### src/design/smsl_regs.vh
/*
  Register map, field positions, reset values and timing constants of the
  serial port mode and status logic.
  Assumes it is included by bare name from the core design file, the only one of the block that uses it.
*/
// What this block does
// - With clock phase 0, input is sampled on the first clock edge and every second one after, output changes on the others.
// - With clock phase 1, output changes on the third clock edge and every second one after, input is sampled on the second and every second one after.
// - As master, bit-order 0 shifts the most significant bit first and 1 the least significant bit first.
// - Status bit 7 reads 1 while a byte moves in master mode or while the select input is low in slave mode, and 0 otherwise.
// - With the select input enabled, an external select during a master transfer sets the error flag in status bit 6.
// - The multimaster error flag stays set until software clears it by a write.
// - Status bit 5 is set when a byte completes while the previous received byte is still unread.
// - Reading the receive data register clears the receive overflow flag.
// - On overflow with overwrite enabled, the new byte replaces the unread one.
// - Clock polarity 0 idles the clock low with a rising first edge, 1 idles it high with a falling first edge.
// - Master select 0 makes the port a slave, 1 a master.
// - Port enable 0 turns the whole serial interface off, 1 turns it on.
`ifndef SMSL_REGS_VH
`define SMSL_REGS_VH

// Register offsets
`define SMSL_ADDR_RX_DATA 8'h9B
`define SMSL_ADDR_CFG_ONE 8'hE8
`define SMSL_ADDR_CFG_TWO 8'hE9
`define SMSL_ADDR_STATUS 8'hEA
`define SMSL_ADDR_IRQ_MASK 8'hEB
`define SMSL_ADDR_TX_DATA 8'hEC

// Config one fields
`define SMSL_C1_SS_EN 5
`define SMSL_C1_OVERWRITE 3
`define SMSL_C1_RATE_HI 1
`define SMSL_C1_RATE_LO 0
`define SMSL_C1_RESET 8'h00

// Config two fields
`define SMSL_C2_PORT_EN 6
`define SMSL_C2_MASTER 4
`define SMSL_C2_CPOL 3
`define SMSL_C2_CPHA 2
`define SMSL_C2_LSBF 1
`define SMSL_C2_TRANSFER_IRQ_MODE 0
`define SMSL_C2_RESET 8'h01

// Status fields
`define SMSL_ST_BUSY 7
`define SMSL_ST_MULTI_MASTER_ERROR 6
`define SMSL_ST_RXOF 5
`define SMSL_ST_RXFULL 4

// Last edge index of a byte, divider base half period in cycles
`define SMSL_LAST_EDGE 4'hF
// Shortest half period must cover the input synchroniser plus the sampling cycle
`define SMSL_DIV_BASE 8'h04

`endif

### src/design/smsl_core.v
/*
  Serial port mode and status logic: master or slave byte engine with
  configuration, status, receive and transmit registers and one interrupt.
  Assumes a single-cycle register port on clock_in and serial pins that are
  asynchronous to it; slave clock well below a quarter of clock_in.
*/
// Added by the designer: the address-and-strobe port.
`timescale 1ns/1ps
`default_nettype none
`include "smsl_regs.vh"
module smsl_core #(
  parameter DIV_W = 8
) (
  // Clock and reset
  input wire clock_in,
  input wire rst_n_in,
  // Register port
  input wire [7:0] addr_in,
  input wire [7:0] wdata_in,
  input wire wr_in,
  input wire rd_in,
  output reg [7:0] rdata_out,
  // Interrupt
  output wire irq_out,
  // Serial clock pin
  input wire sclk_in,
  output wire sclk_out,
  output wire sclk_oe_out,
  // Master out slave in pin
  input wire mosi_in,
  output wire mosi_out,
  output wire mosi_oe_out,
  // Master in slave out pin
  input wire miso_in,
  output wire miso_out,
  output wire miso_oe_out,
  // Slave select pin
  input wire ss_n_in,
  output wire ss_n_out,
  output wire ss_n_oe_out
);
  reg rst_q1_r;
  reg rst_n_r;
  reg [7:0] cfg_one_r;
  reg [7:0] cfg_two_r;
  reg [7:0] mask_r;
  reg [7:0] tx_data_r;
  reg [7:0] rx_data_r;
  reg rx_full_r;
  reg rxof_r;
  reg multi_master_error_r;
  reg active_r;
  reg [3:0] edge_cnt_r;
  reg [7:0] tx_sh_r;
  reg [7:0] rx_sh_r;
  reg sclk_r;
  reg sclk_prev_r;
  reg ss_prev_r;
  reg ss_out_n_r;
  reg dout_r;
  reg [7:0] tx_sh_nxt;
  reg [7:0] rx_sh_nxt;
  reg [7:0] rdata_nxt;
  wire [3:0] pins_s;
  wire sclk_s;
  wire din_s;
  wire ss_n_s;
  wire tick;
  wire [DIV_W-1:0] div_limit;

  // Reset release through two flops
  always @(posedge clock_in or negedge rst_n_in)
  begin
    if (!rst_n_in)
    begin
      rst_q1_r <= 1'b0;
      rst_n_r <= 1'b0;
    end
    else
    begin
      rst_q1_r <= 1'b1;
      rst_n_r <= rst_q1_r;
    end
  end

  // Mode decode
  wire port_en = cfg_two_r[`SMSL_C2_PORT_EN];
  wire cpol = cfg_two_r[`SMSL_C2_CPOL];
  wire cpha = cfg_two_r[`SMSL_C2_CPHA];
  wire master_mode = port_en && cfg_two_r[`SMSL_C2_MASTER];
  wire slave_mode = port_en && !cfg_two_r[`SMSL_C2_MASTER];
  wire lsb_first = master_mode && cfg_two_r[`SMSL_C2_LSBF];
  wire ss_en = cfg_one_r[`SMSL_C1_SS_EN];
  wire overwrite_en = cfg_one_r[`SMSL_C1_OVERWRITE];
  wire [1:0] rate = cfg_one_r[`SMSL_C1_RATE_HI:`SMSL_C1_RATE_LO];

  // Pin synchronisers: select, clock and both data pins
  smsl_sync #(
    .W(4),
    .RST_VAL(4'h8)
  ) u_pin_sync (
    .clock_in(clock_in),
    .rst_n_in(rst_n_r),
    .d_in({ss_n_in, sclk_in, miso_in, mosi_in}),
    .q_out(pins_s)
  );
  assign din_s = master_mode ? pins_s[1] : pins_s[0];
  assign sclk_s = pins_s[2];
  assign ss_n_s = pins_s[3];

  // Master half period is base shifted by rate
  assign div_limit = ((`SMSL_DIV_BASE << rate) - 8'h01);

  smsl_clkdiv #(
    .W(DIV_W)
  ) u_div (
    .clock_in(clock_in),
    .rst_n_in(rst_n_r),
    .run_in(active_r && master_mode),
    .limit_in(div_limit),
    .tick_out(tick)
  );

  // Register port strobes
  wire wr_tx = wr_in && (addr_in == `SMSL_ADDR_TX_DATA);
  wire wr_status = wr_in && (addr_in == `SMSL_ADDR_STATUS);
  wire rd_rx = rd_in && (addr_in == `SMSL_ADDR_RX_DATA);

  // Edge classification
  wire m_edge = active_r && master_mode && tick;
  wire s_edge = active_r && slave_mode && (sclk_s != sclk_prev_r);
  wire any_edge = m_edge || s_edge;
  wire lead_edge = !edge_cnt_r[0];
  wire sample_now = any_edge && (cpha ? !lead_edge : lead_edge);
  wire shift_now = any_edge && (cpha ? (lead_edge && (edge_cnt_r != 4'h0)) : !lead_edge);
  wire byte_done = any_edge && (edge_cnt_r == `SMSL_LAST_EDGE);
  wire slave_start = slave_mode && !active_r && !ss_n_s && ss_prev_r;
  wire slave_stop = slave_mode && active_r && ss_n_s;
  wire master_start = master_mode && !active_r && wr_tx;
  wire mm_fault = active_r && master_mode && ss_en && !ss_n_s;

  // Shift register next values
  always @*
  begin
    tx_sh_nxt = tx_sh_r;
    rx_sh_nxt = rx_sh_r;
    if (master_start)
      tx_sh_nxt = wdata_in;
    else if (slave_start || (byte_done && slave_mode))
      tx_sh_nxt = tx_data_r;
    else if (shift_now)
      tx_sh_nxt = lsb_first ? {1'b0, tx_sh_r[7:1]} : {tx_sh_r[6:0], 1'b0};
    if (sample_now)
      rx_sh_nxt = lsb_first ? {din_s, rx_sh_r[7:1]} : {rx_sh_r[6:0], din_s};
  end

  // Transfer engine
  always @(posedge clock_in or negedge rst_n_r)
  begin
    if (!rst_n_r)
    begin
      active_r <= 1'b0;
      edge_cnt_r <= 4'h0;
      tx_sh_r <= 8'h00;
      rx_sh_r <= 8'h00;
      sclk_r <= 1'b0;
      sclk_prev_r <= 1'b0;
      ss_prev_r <= 1'b1;
      ss_out_n_r <= 1'b1;
      dout_r <= 1'b0;
    end
    else
    begin
      sclk_prev_r <= sclk_s;
      ss_prev_r <= ss_n_s;
      tx_sh_r <= tx_sh_nxt;
      rx_sh_r <= rx_sh_nxt;
      dout_r <= lsb_first ? tx_sh_nxt[0] : tx_sh_nxt[7];
      if (!port_en || mm_fault || slave_stop || (byte_done && master_mode))
      begin
        active_r <= 1'b0;
        edge_cnt_r <= 4'h0;
      end
      else if (master_start || slave_start)
      begin
        active_r <= 1'b1;
        edge_cnt_r <= 4'h0;
      end
      else if (any_edge)
        edge_cnt_r <= edge_cnt_r + 4'h1;
      // Master clock toggles from its idle level
      if (!active_r || !master_mode || mm_fault)
        sclk_r <= cpol;
      else if (m_edge)
        sclk_r <= !sclk_r;
      // Select held one cycle past the last edge so the far side still samples it
      ss_out_n_r <= !(master_start || (active_r && master_mode && !mm_fault));
    end
  end

  // Received byte taken at the end of each transfer
  wire [7:0] rx_byte = rx_sh_nxt;

  // Receive register and flags, set wins over clear
  always @(posedge clock_in or negedge rst_n_r)
  begin
    if (!rst_n_r)
    begin
      rx_data_r <= 8'h00;
      rx_full_r <= 1'b0;
      rxof_r <= 1'b0;
      multi_master_error_r <= 1'b0;
    end
    else
    begin
      if (byte_done && (!rx_full_r || rd_rx))
      begin
        rx_data_r <= rx_byte;
        rx_full_r <= 1'b1;
      end
      else if (byte_done)
      begin
        rxof_r <= 1'b1;
        if (overwrite_en)
          rx_data_r <= rx_byte;
        // Otherwise old byte kept, new one dropped
      end
      else
      begin
        if (rd_rx || (wr_status && wdata_in[`SMSL_ST_RXFULL]))
          rx_full_r <= 1'b0;
        if (rd_rx || (wr_status && wdata_in[`SMSL_ST_RXOF]))
          rxof_r <= 1'b0;
      end
      if (byte_done && (!rx_full_r || rd_rx) && (rd_rx || (wr_status && wdata_in[`SMSL_ST_RXOF])))
        rxof_r <= 1'b0;
      if (mm_fault)
        multi_master_error_r <= 1'b1;
      else if (wr_status && wdata_in[`SMSL_ST_MULTI_MASTER_ERROR])
        multi_master_error_r <= 1'b0;
    end
  end

  // Software registers
  always @(posedge clock_in or negedge rst_n_r)
  begin
    if (!rst_n_r)
    begin
      cfg_one_r <= `SMSL_C1_RESET;
      cfg_two_r <= `SMSL_C2_RESET; // Mode bit defaults to 1
      mask_r <= 8'h00;
      tx_data_r <= 8'h00;
    end
    else if (wr_in)
    begin
      case (addr_in)
        `SMSL_ADDR_CFG_ONE: cfg_one_r <= wdata_in;
        `SMSL_ADDR_CFG_TWO: cfg_two_r <= wdata_in;
        `SMSL_ADDR_IRQ_MASK: mask_r <= wdata_in;
        `SMSL_ADDR_TX_DATA: tx_data_r <= wdata_in;
        default: mask_r <= mask_r;
      endcase
    end
  end

  // Status view
  wire [7:0] status = {active_r, multi_master_error_r, rxof_r, rx_full_r, 4'h0};

  // Read data one cycle after the strobe, zero otherwise
  always @*
  begin
    rdata_nxt = 8'h00;
    if (rd_in)
    begin
      case (addr_in)
        `SMSL_ADDR_RX_DATA: rdata_nxt = rx_data_r;
        `SMSL_ADDR_CFG_ONE: rdata_nxt = cfg_one_r;
        `SMSL_ADDR_CFG_TWO: rdata_nxt = cfg_two_r;
        `SMSL_ADDR_STATUS: rdata_nxt = status;
        `SMSL_ADDR_IRQ_MASK: rdata_nxt = mask_r;
        `SMSL_ADDR_TX_DATA: rdata_nxt = tx_data_r;
        default: rdata_nxt = 8'h00;
      endcase
    end
  end

  always @(posedge clock_in or negedge rst_n_r)
  begin
    if (!rst_n_r)
      rdata_out <= 8'h00;
    else
      rdata_out <= rdata_nxt;
  end

  // Interrupt: sticky status bits gated by mask
  assign irq_out = |(status[6:4] & mask_r[6:4]);

  // Pin drive
  assign sclk_out = sclk_r;
  assign sclk_oe_out = master_mode;
  assign mosi_out = dout_r;
  assign mosi_oe_out = master_mode;
  assign miso_out = dout_r;
  assign miso_oe_out = slave_mode && !ss_n_s;
  assign ss_n_out = ss_out_n_r;
  assign ss_n_oe_out = master_mode && !ss_en;
endmodule
`default_nettype wire

### src/design/smsl_sync.v
/*
  Two flip-flop synchroniser for pins that come from outside the clock domain.
  Assumes the reset given is already synchronous to clock_in at release.
*/
`timescale 1ns/1ps
`default_nettype none
module smsl_sync #(
  parameter W = 1,
  parameter [W-1:0] RST_VAL = {W{1'b0}}
) (
  // Clock and reset
  input wire clock_in,
  input wire rst_n_in,
  // Data
  input wire [W-1:0] d_in,
  output reg [W-1:0] q_out
);
  reg [W-1:0] meta_r;

  always @(posedge clock_in or negedge rst_n_in)
  begin
    if (!rst_n_in)
    begin
      meta_r <= RST_VAL;
      q_out <= RST_VAL;
    end
    else
    begin
      meta_r <= d_in;
      q_out <= meta_r;
    end
  end
endmodule
`default_nettype wire

### src/design/smsl_clkdiv.v
/*
  Divider giving a one-cycle enable pulse every limit_in+1 clocks while run_in.
  Assumes limit_in is held stable while running.
*/
`timescale 1ns/1ps
`default_nettype none
module smsl_clkdiv #(
  parameter W = 8
) (
  // Clock and reset
  input wire clock_in,
  input wire rst_n_in,
  // Control
  input wire run_in,
  input wire [W-1:0] limit_in,
  output wire tick_out
);
  reg [W-1:0] cnt_r;

  assign tick_out = run_in && (cnt_r == limit_in);

  always @(posedge clock_in or negedge rst_n_in)
  begin
    if (!rst_n_in)
      cnt_r <= {W{1'b0}};
    else if (!run_in || tick_out)
      cnt_r <= {W{1'b0}};
    else
      cnt_r <= cnt_r + {{(W-1){1'b0}}, 1'b1};
  end
endmodule
`default_nettype wire

### config.mk
export PLATFORM = sky130hd
export DESIGN_NAME = smsl_core
export DESIGN_NICKNAME = d
export VERILOG_FILES = /design/src/design/smsl_core.v /design/src/design/smsl_sync.v /design/src/design/smsl_clkdiv.v
export VERILOG_INCLUDE_DIRS = /design/src /design/src/design
export SDC_FILE = /design/constraint.sdc
export NUM_CORES = 1
export LEC_CHECK = 0
export BUFFER_PORTS_ARGS = -buffer_cell sky130_fd_sc_hd__buf_2
export CAP_MARGIN = 25
export CORE_MARGIN = 10
export CORE_UTILIZATION = 60
export DETAILED_ROUTE_END_ITERATION = 16
export GPL_ROUTABILITY_DRIVEN = 0
export HOLD_SLACK_MARGIN = 0.06
export PLACE_DENSITY = 0.8
export SLEW_MARGIN = 5
export SYNTH_ARGS = -nofsm -noshare
export SYNTH_HDL_FRONTEND = slang
export SYNTH_SLANG_ARGS = --single-unit
### constraint.sdc
create_clock -name clock_in -period 7.6 [get_ports clock_in]
set_clock_uncertainty 0.05 [all_clocks]
set_input_delay 1.9 -clock clock_in [delete_from_list [all_inputs] [get_ports clock_in]]
set_output_delay 1.9 -clock clock_in [all_outputs]
set_load 0.02 [all_outputs]
After elaboration in Yosys (flattened, before gate mapping):

Index checks and enable logic that the tools add are counted.

* register bits: 95
* bits of input ports: 24
* word-level logic and storage cells: 148

* $add $sub $neg: 3
* equal/unequal tests: 11
* shift operators: 1
* muxes and demuxes: 32
* bitwise logic cells: 1
* reduce and logical (&&, ||, !) cells: 76

Operators with widths (count)
* $mux W8: 11
* $eq A8 B8 Y1 const B: 6
* $pmux W8 S6: 1
* $logic_and A1 B1 Y1: 33
* $mux W1: 17
* $reduce_and A2 Y1: 7
* $logic_or A1 B1 Y1: 13
* $logic_not A1 Y1: 12
* $mux W4: 3
* $reduce_bool A2 Y1: 6
* $reduce_bool A3 Y1: 3
* $add A8 B1 Y8 const B: 1
* $eq A8 B8 Y1: 1
* $shl A3 B2 Y8 const A: 1
* $sub A8 B1 Y8 const B: 1
* $add A4 B1 Y4 const B: 1
* $eq A4 B4 Y1 const B: 1
* $ne A2 B1 Y1 const B: 2
* $reduce_bool A4 Y1: 1
* $and A3 B3 Y3: 1
* $reduce_or A3 Y1: 1
* $ne A1 B1 Y1: 1

Depth between registers and ports, before layout:

* depth after elaboration: 12
* gate-level depth with buffers: 10
* depth with buffers taken out: 9

By module:

A second synthesis with hierarchy kept.

* cell total of the unflattened synthesis: 393
* area total of the unflattened synthesis: 4599.4 um2

By module, submodules not included
* smsl_core: times used 1, cells an instance 339, area an instance 3896.2 um2
* smsl_clkdiv: times used 1, cells an instance 46, area an instance 500.5 um2
* smsl_sync: times used 1, cells an instance 8, area an instance 202.7 um2

Worst setup path after synthesis:

OpenSTA, ideal clock, no wires.

* kind: in2reg
* start point: input addr_in[0]
* end point: register tx_sh_r[1]
* library setup time: 0.126 ns
* arrival time: 3.556 ns
* required time: 7.424 ns
* slack: 3.868 ns
* stages: 6
* buffers on the path: 1
* cells stage by stage: clkbuf_1 -> nor4_1 -> nand3_1 -> nor2_1 -> a211oi_1 -> a221o_1

* cells in the longest elaborated chain, start to end: 4
* elaborated cells between the ends (all ways): 5
* those cells by class: eq/ne: 1; mux: 1; reduce/logical: 3

RTL lines
* start, declared: line smsl_core.v:18 `input wire [7:0] addr_in,`
* $eq A8 B8 Y1 (*)
* $logic_and A1 B1 Y1 (*): line smsl_core.v:125 `` wire wr_tx = wr_in && (addr_in == `SMSL_ADDR_TX_DATA); ``
* $logic_and A1 B1 Y1 (*): line smsl_core.v:139 `wire master_start = master_mode && !active_r && wr_tx;`
* $reduce_bool A3 Y1 (no line) / $mux W8 (equally long branches)
* end signal, assigned: line smsl_core.v:176 `tx_sh_r <= tx_sh_nxt;`
* end, declared: line smsl_core.v:54 `reg [7:0] tx_sh_r;`

Every way passes the cells marked *; elsewhere a longest branch is shown, timed or not.
A chain may end at the register's enable or synchronous reset.

Worst setup path in the final report:

* start point: input addr_in[4]
* end point: register tx_sh_r[1]

The elaborated chain is that of the path after synthesis.

==> impl_metrics.csv <==
group,metric,value,unit
yosys,synth-seq-area-share,53.69,%
critical_path,critical_path.top_delay_family,"simple AND/OR/NAND/NOR gates",
global_routing,groute.layer.met2.usage,27.25,%
die,fp.dieArea,0.01124,mm2
clocking,cts_tree,"yes",
clocking,tritoncts_num_sinks,95,
die,placeableCoreArea,0.007214,mm2
cells_and_area,drive_above_1_share,32.69,%
worst_hold_path,worst_hold_path_type,"reg2async",
cells_and_area,final_common_cell,"sky130_fd_sc_hd__dfrtp_1",
route,drc,0,
clocking,ctsResizeCount,0,
die,initial_core_utilization,61.53,%
die,placementRows,31,
route,detail_route.wl_per_cell,19.30,um
cells_and_area,post-route-util,68.78,%
route,detailroute.via_count,3108,
clocking,max-clock-path-buffers,2,
run,cap_violations,0,
sta,timing_hold_violations_final,0,
outcome,outcome,"complete, no violations",
cells_and_area,synthToLayoutAreaGrowth,11.78,%
critical_path,end_kind,"flip-flop",
clocking,cts_hold_repair.buffers,0,
clocking,latest_clock_arrival_within_the_worst_skew_pair,0.36,ns
yosys,ys_async_sr_fraction,100.0,%
sta,setup_tns,0,ns
global_routing,maximum_number_of_pins_on_one_net_before_global_route_repair,55,
global_routing,grtUsageMet3,4.227,%
die,die-height,106.0,um
route,drtAntennaViolNets,0,
sta,report.final.slew_viol_count,0,
cells_and_area,fin_area,0.004962,mm2
route,route.detailed.vias_per_inst,6.070,
placed_design,dpl.cell_count,496,
sta,max_slew.worst_pin.slew,0.9996,ns
clocking,cts_htree_levels,3,
die,boundaryPins,41,
global_routing,globalRoute.totalOverflow,0,
cells_and_area,num-nets-final,436,
yosys,ys_warn_count,0,
clocking,clk_transition_reported_paths,0.08,ns
global_routing,antenna_violations_before_repair,0,
placed_design,detailedPlace.worstSlack,3.224,ns
clocking,clock-root-buffer,"sky130_fd_sc_hd__clkbuf_8",
critical_path,cp_num_buf_inv,2,
yosys,synth_enable_flop_cells,0,
critical_path,worst_ep_arrival_time,4.29,ns
critical_path,critical-path-max-stage-delay,0.69,ns
power_and_ir_drop,p_per_cell_area,198.2,mW/mm2
power_and_ir_drop,max-vdd-ir-drop,0.0001613,V
sta,max_clock_freq,0.2438,GHz
power_and_ir_drop,total_leakage_power,2.366,nW
yosys,yosys_most_used_dff,"sky130_fd_sc_hd__dfrtp_1",
cells_and_area,antenna_diode_count,0,
clocking,cts_made_buffers,9,
cells_and_area,commonest_cells_after_routing_fill_and_taps_aside,"sky130_fd_sc_hd__dfrtp_1, sky130_fd_sc_hd__mux2_2, sky130_fd_sc_hd__buf_2",
clocking,cts_setup_buffers,0,
global_routing,vias_in_the_first_global_route,3153,
sta,period_minus_slack,4.101,ns
yosys,synth_cell_type_count,56,
sta,report.final.setup_viol,0,
global_routing,grt_busiest_layer,"met2",
sta,unrepaired_setup_endpoints_after_global_routing,"no",
sta,min_period_over_period,53.96,%
sta,hold_ws,0.2635,ns
placed_design,place_area,0.004723,mm2
route,drt_first_pass_iters,4,
global_routing,grt_first_pass_wirelength,16350,um
critical_path,startpoint_type,"input pin",
sta,timing.slew.headroom,32.96,%
placed_design,place_hpwl,7149,um
placed_design,io_buffers,40,
critical_path,worst-endpoint-required,7.79,ns
route,first_iter_violations,209,
sta,layout_setup_ws,3.499,ns
critical_path,timing.critical_path.cells,"buf_2, nand4b_1, nor4_1, buf_4, nand3_1, nor2_1, a211oi_1, a221o_1",
yosys,post_synth.cell_area_avg,12.10,um2
critical_path,critPathMaxFanout,12,
die,die_w,106.0,um
global_routing,grt.total_usage,18.05,%
yosys,yosys_register_bits,95,
yosys,syn-instance-count,367,
power_and_ir_drop,total_power,0.9835,mW
cells_and_area,finalNonFillerCells,512,
critical_path,worst_setup_slack_for_register_to_register_paths,4.41,ns
route,post_detailed_routing_wire_length,9884,um
critical_path,slowest_stage_cell_crit_path,"sky130_fd_sc_hd__nor2_1",
global_routing,global_route.usage.met1,23.43,%
critical_path,worst-setup-path-type,"in2reg",
yosys,mappedNetlistNets,395,
yosys,synthesis.area,0.004439,mm2
-- Yosys cell counts, types with 5 or more instances --
library cell,n,share of area (%)
sky130_fd_sc_hd__nor2_1,29,2.5
sky130_fd_sc_hd__a22oi_1,7,1.2
sky130_fd_sc_hd__inv_1,9,0.76
sky130_fd_sc_hd__dfstp_2,5,3.0
sky130_fd_sc_hd__a222oi_1,7,1.6
sky130_fd_sc_hd__dfrtp_1,90,51
sky130_fd_sc_hd__a221o_1,6,1.4
sky130_fd_sc_hd__a22o_1,7,1.4
sky130_fd_sc_hd__nor2b_1,5,0.70
sky130_fd_sc_hd__nor3_1,5,0.56
sky130_fd_sc_hd__xor2_1,6,1.2
sky130_fd_sc_hd__o21ai_0,8,0.90
sky130_fd_sc_hd__a31oi_1,6,0.85
sky130_fd_sc_hd__a21oi_1,7,0.79
sky130_fd_sc_hd__mux2_2,54,14
sky130_fd_sc_hd__mux2_4,8,2.7
sky130_fd_sc_hd__xnor2_1,8,1.6
sky130_fd_sc_hd__mux2i_1,5,1.1
sky130_fd_sc_hd__clkbuf_1,7,0.59
sky130_fd_sc_hd__nand2_1,29,2.5
-- area by class of cell --
class,count,area [um2]
clock inverter,3,90.09
sequential,95,2387
multi-input combinational,250,1956
clock buffer,13,148.9
inverter,9,33.78
timing repair buffer,43,222.7
fill,517,2252
tap,99,123.9
-- worst paths after layout --
kind / startpoint / end / cells after the start
max: addr_in[4] / tx_sh_r[1] / 8
min: rst_n_r / u_pin_sync.meta_r[0] / 0
max reg2reg: cfg_one_r[1] / rx_data_r[1] / 9
min reg2reg: rst_n_r / u_pin_sync.meta_r[0] / 0
max in group asynchronous: rst_n_in / rst_n_r / 1
min in group clock_in: u_pin_sync.meta_r[0] / u_pin_sync.q_out[0] / 0
-- state kept, by name, indices dropped and copies added (netlist names) --
signal	count
multi_master_error_r	1
mask_r	8
active_r	1
sclk_out	1
u_div.cnt_r	8
rst_q1_r	1
rx_full_r	1
ss_n_out	1
edge_cnt_r	4
sclk_prev_r	1
rx_data_r	8
rxof_r	1
cfg_one_r	8
cfg_two_r	8
tx_sh_r	8
rdata_out	8
u_pin_sync.meta_r	4
u_pin_sync.q_out	4
tx_data_r	8
miso_out	1
rx_sh_r	8
rst_n_r	1
ss_prev_r	1
-- power by group --
group	switching [mW]	internal, mW	leakage [nW]	total (mW)
Combinational	0.0308	0.0240	0.968	0.0548
Sequential	0.0152	0.521	1.28	0.536
Clock	0.164	0.228	0.118	0.392
Total	0.210	0.773	2.37	0.984
-- logic make-up after synthesis --
group	count (synthesis)	share of synthesized area, %
AND/OR/NAND/NOR	101	11.56
other	1	0.08447
XOR/XNOR	14	2.762
multiplexers	67	17.53
adder cells (fa/ha/maj)	4	1.127
flip-flops	95	53.69
AO/OA/AOI/OAI	63	10.99
buffers and inverters	22	2.255
-- routing by layer --
layer | up-vias | routed length (um)
li1 | 1413 | -
met1 | 1560 | 4332
met2 | 116 | 4593
met3 | 19 | 654
met4 | 0 | 305
met5 | - | 0
Power figures use the tool's default switching activity.
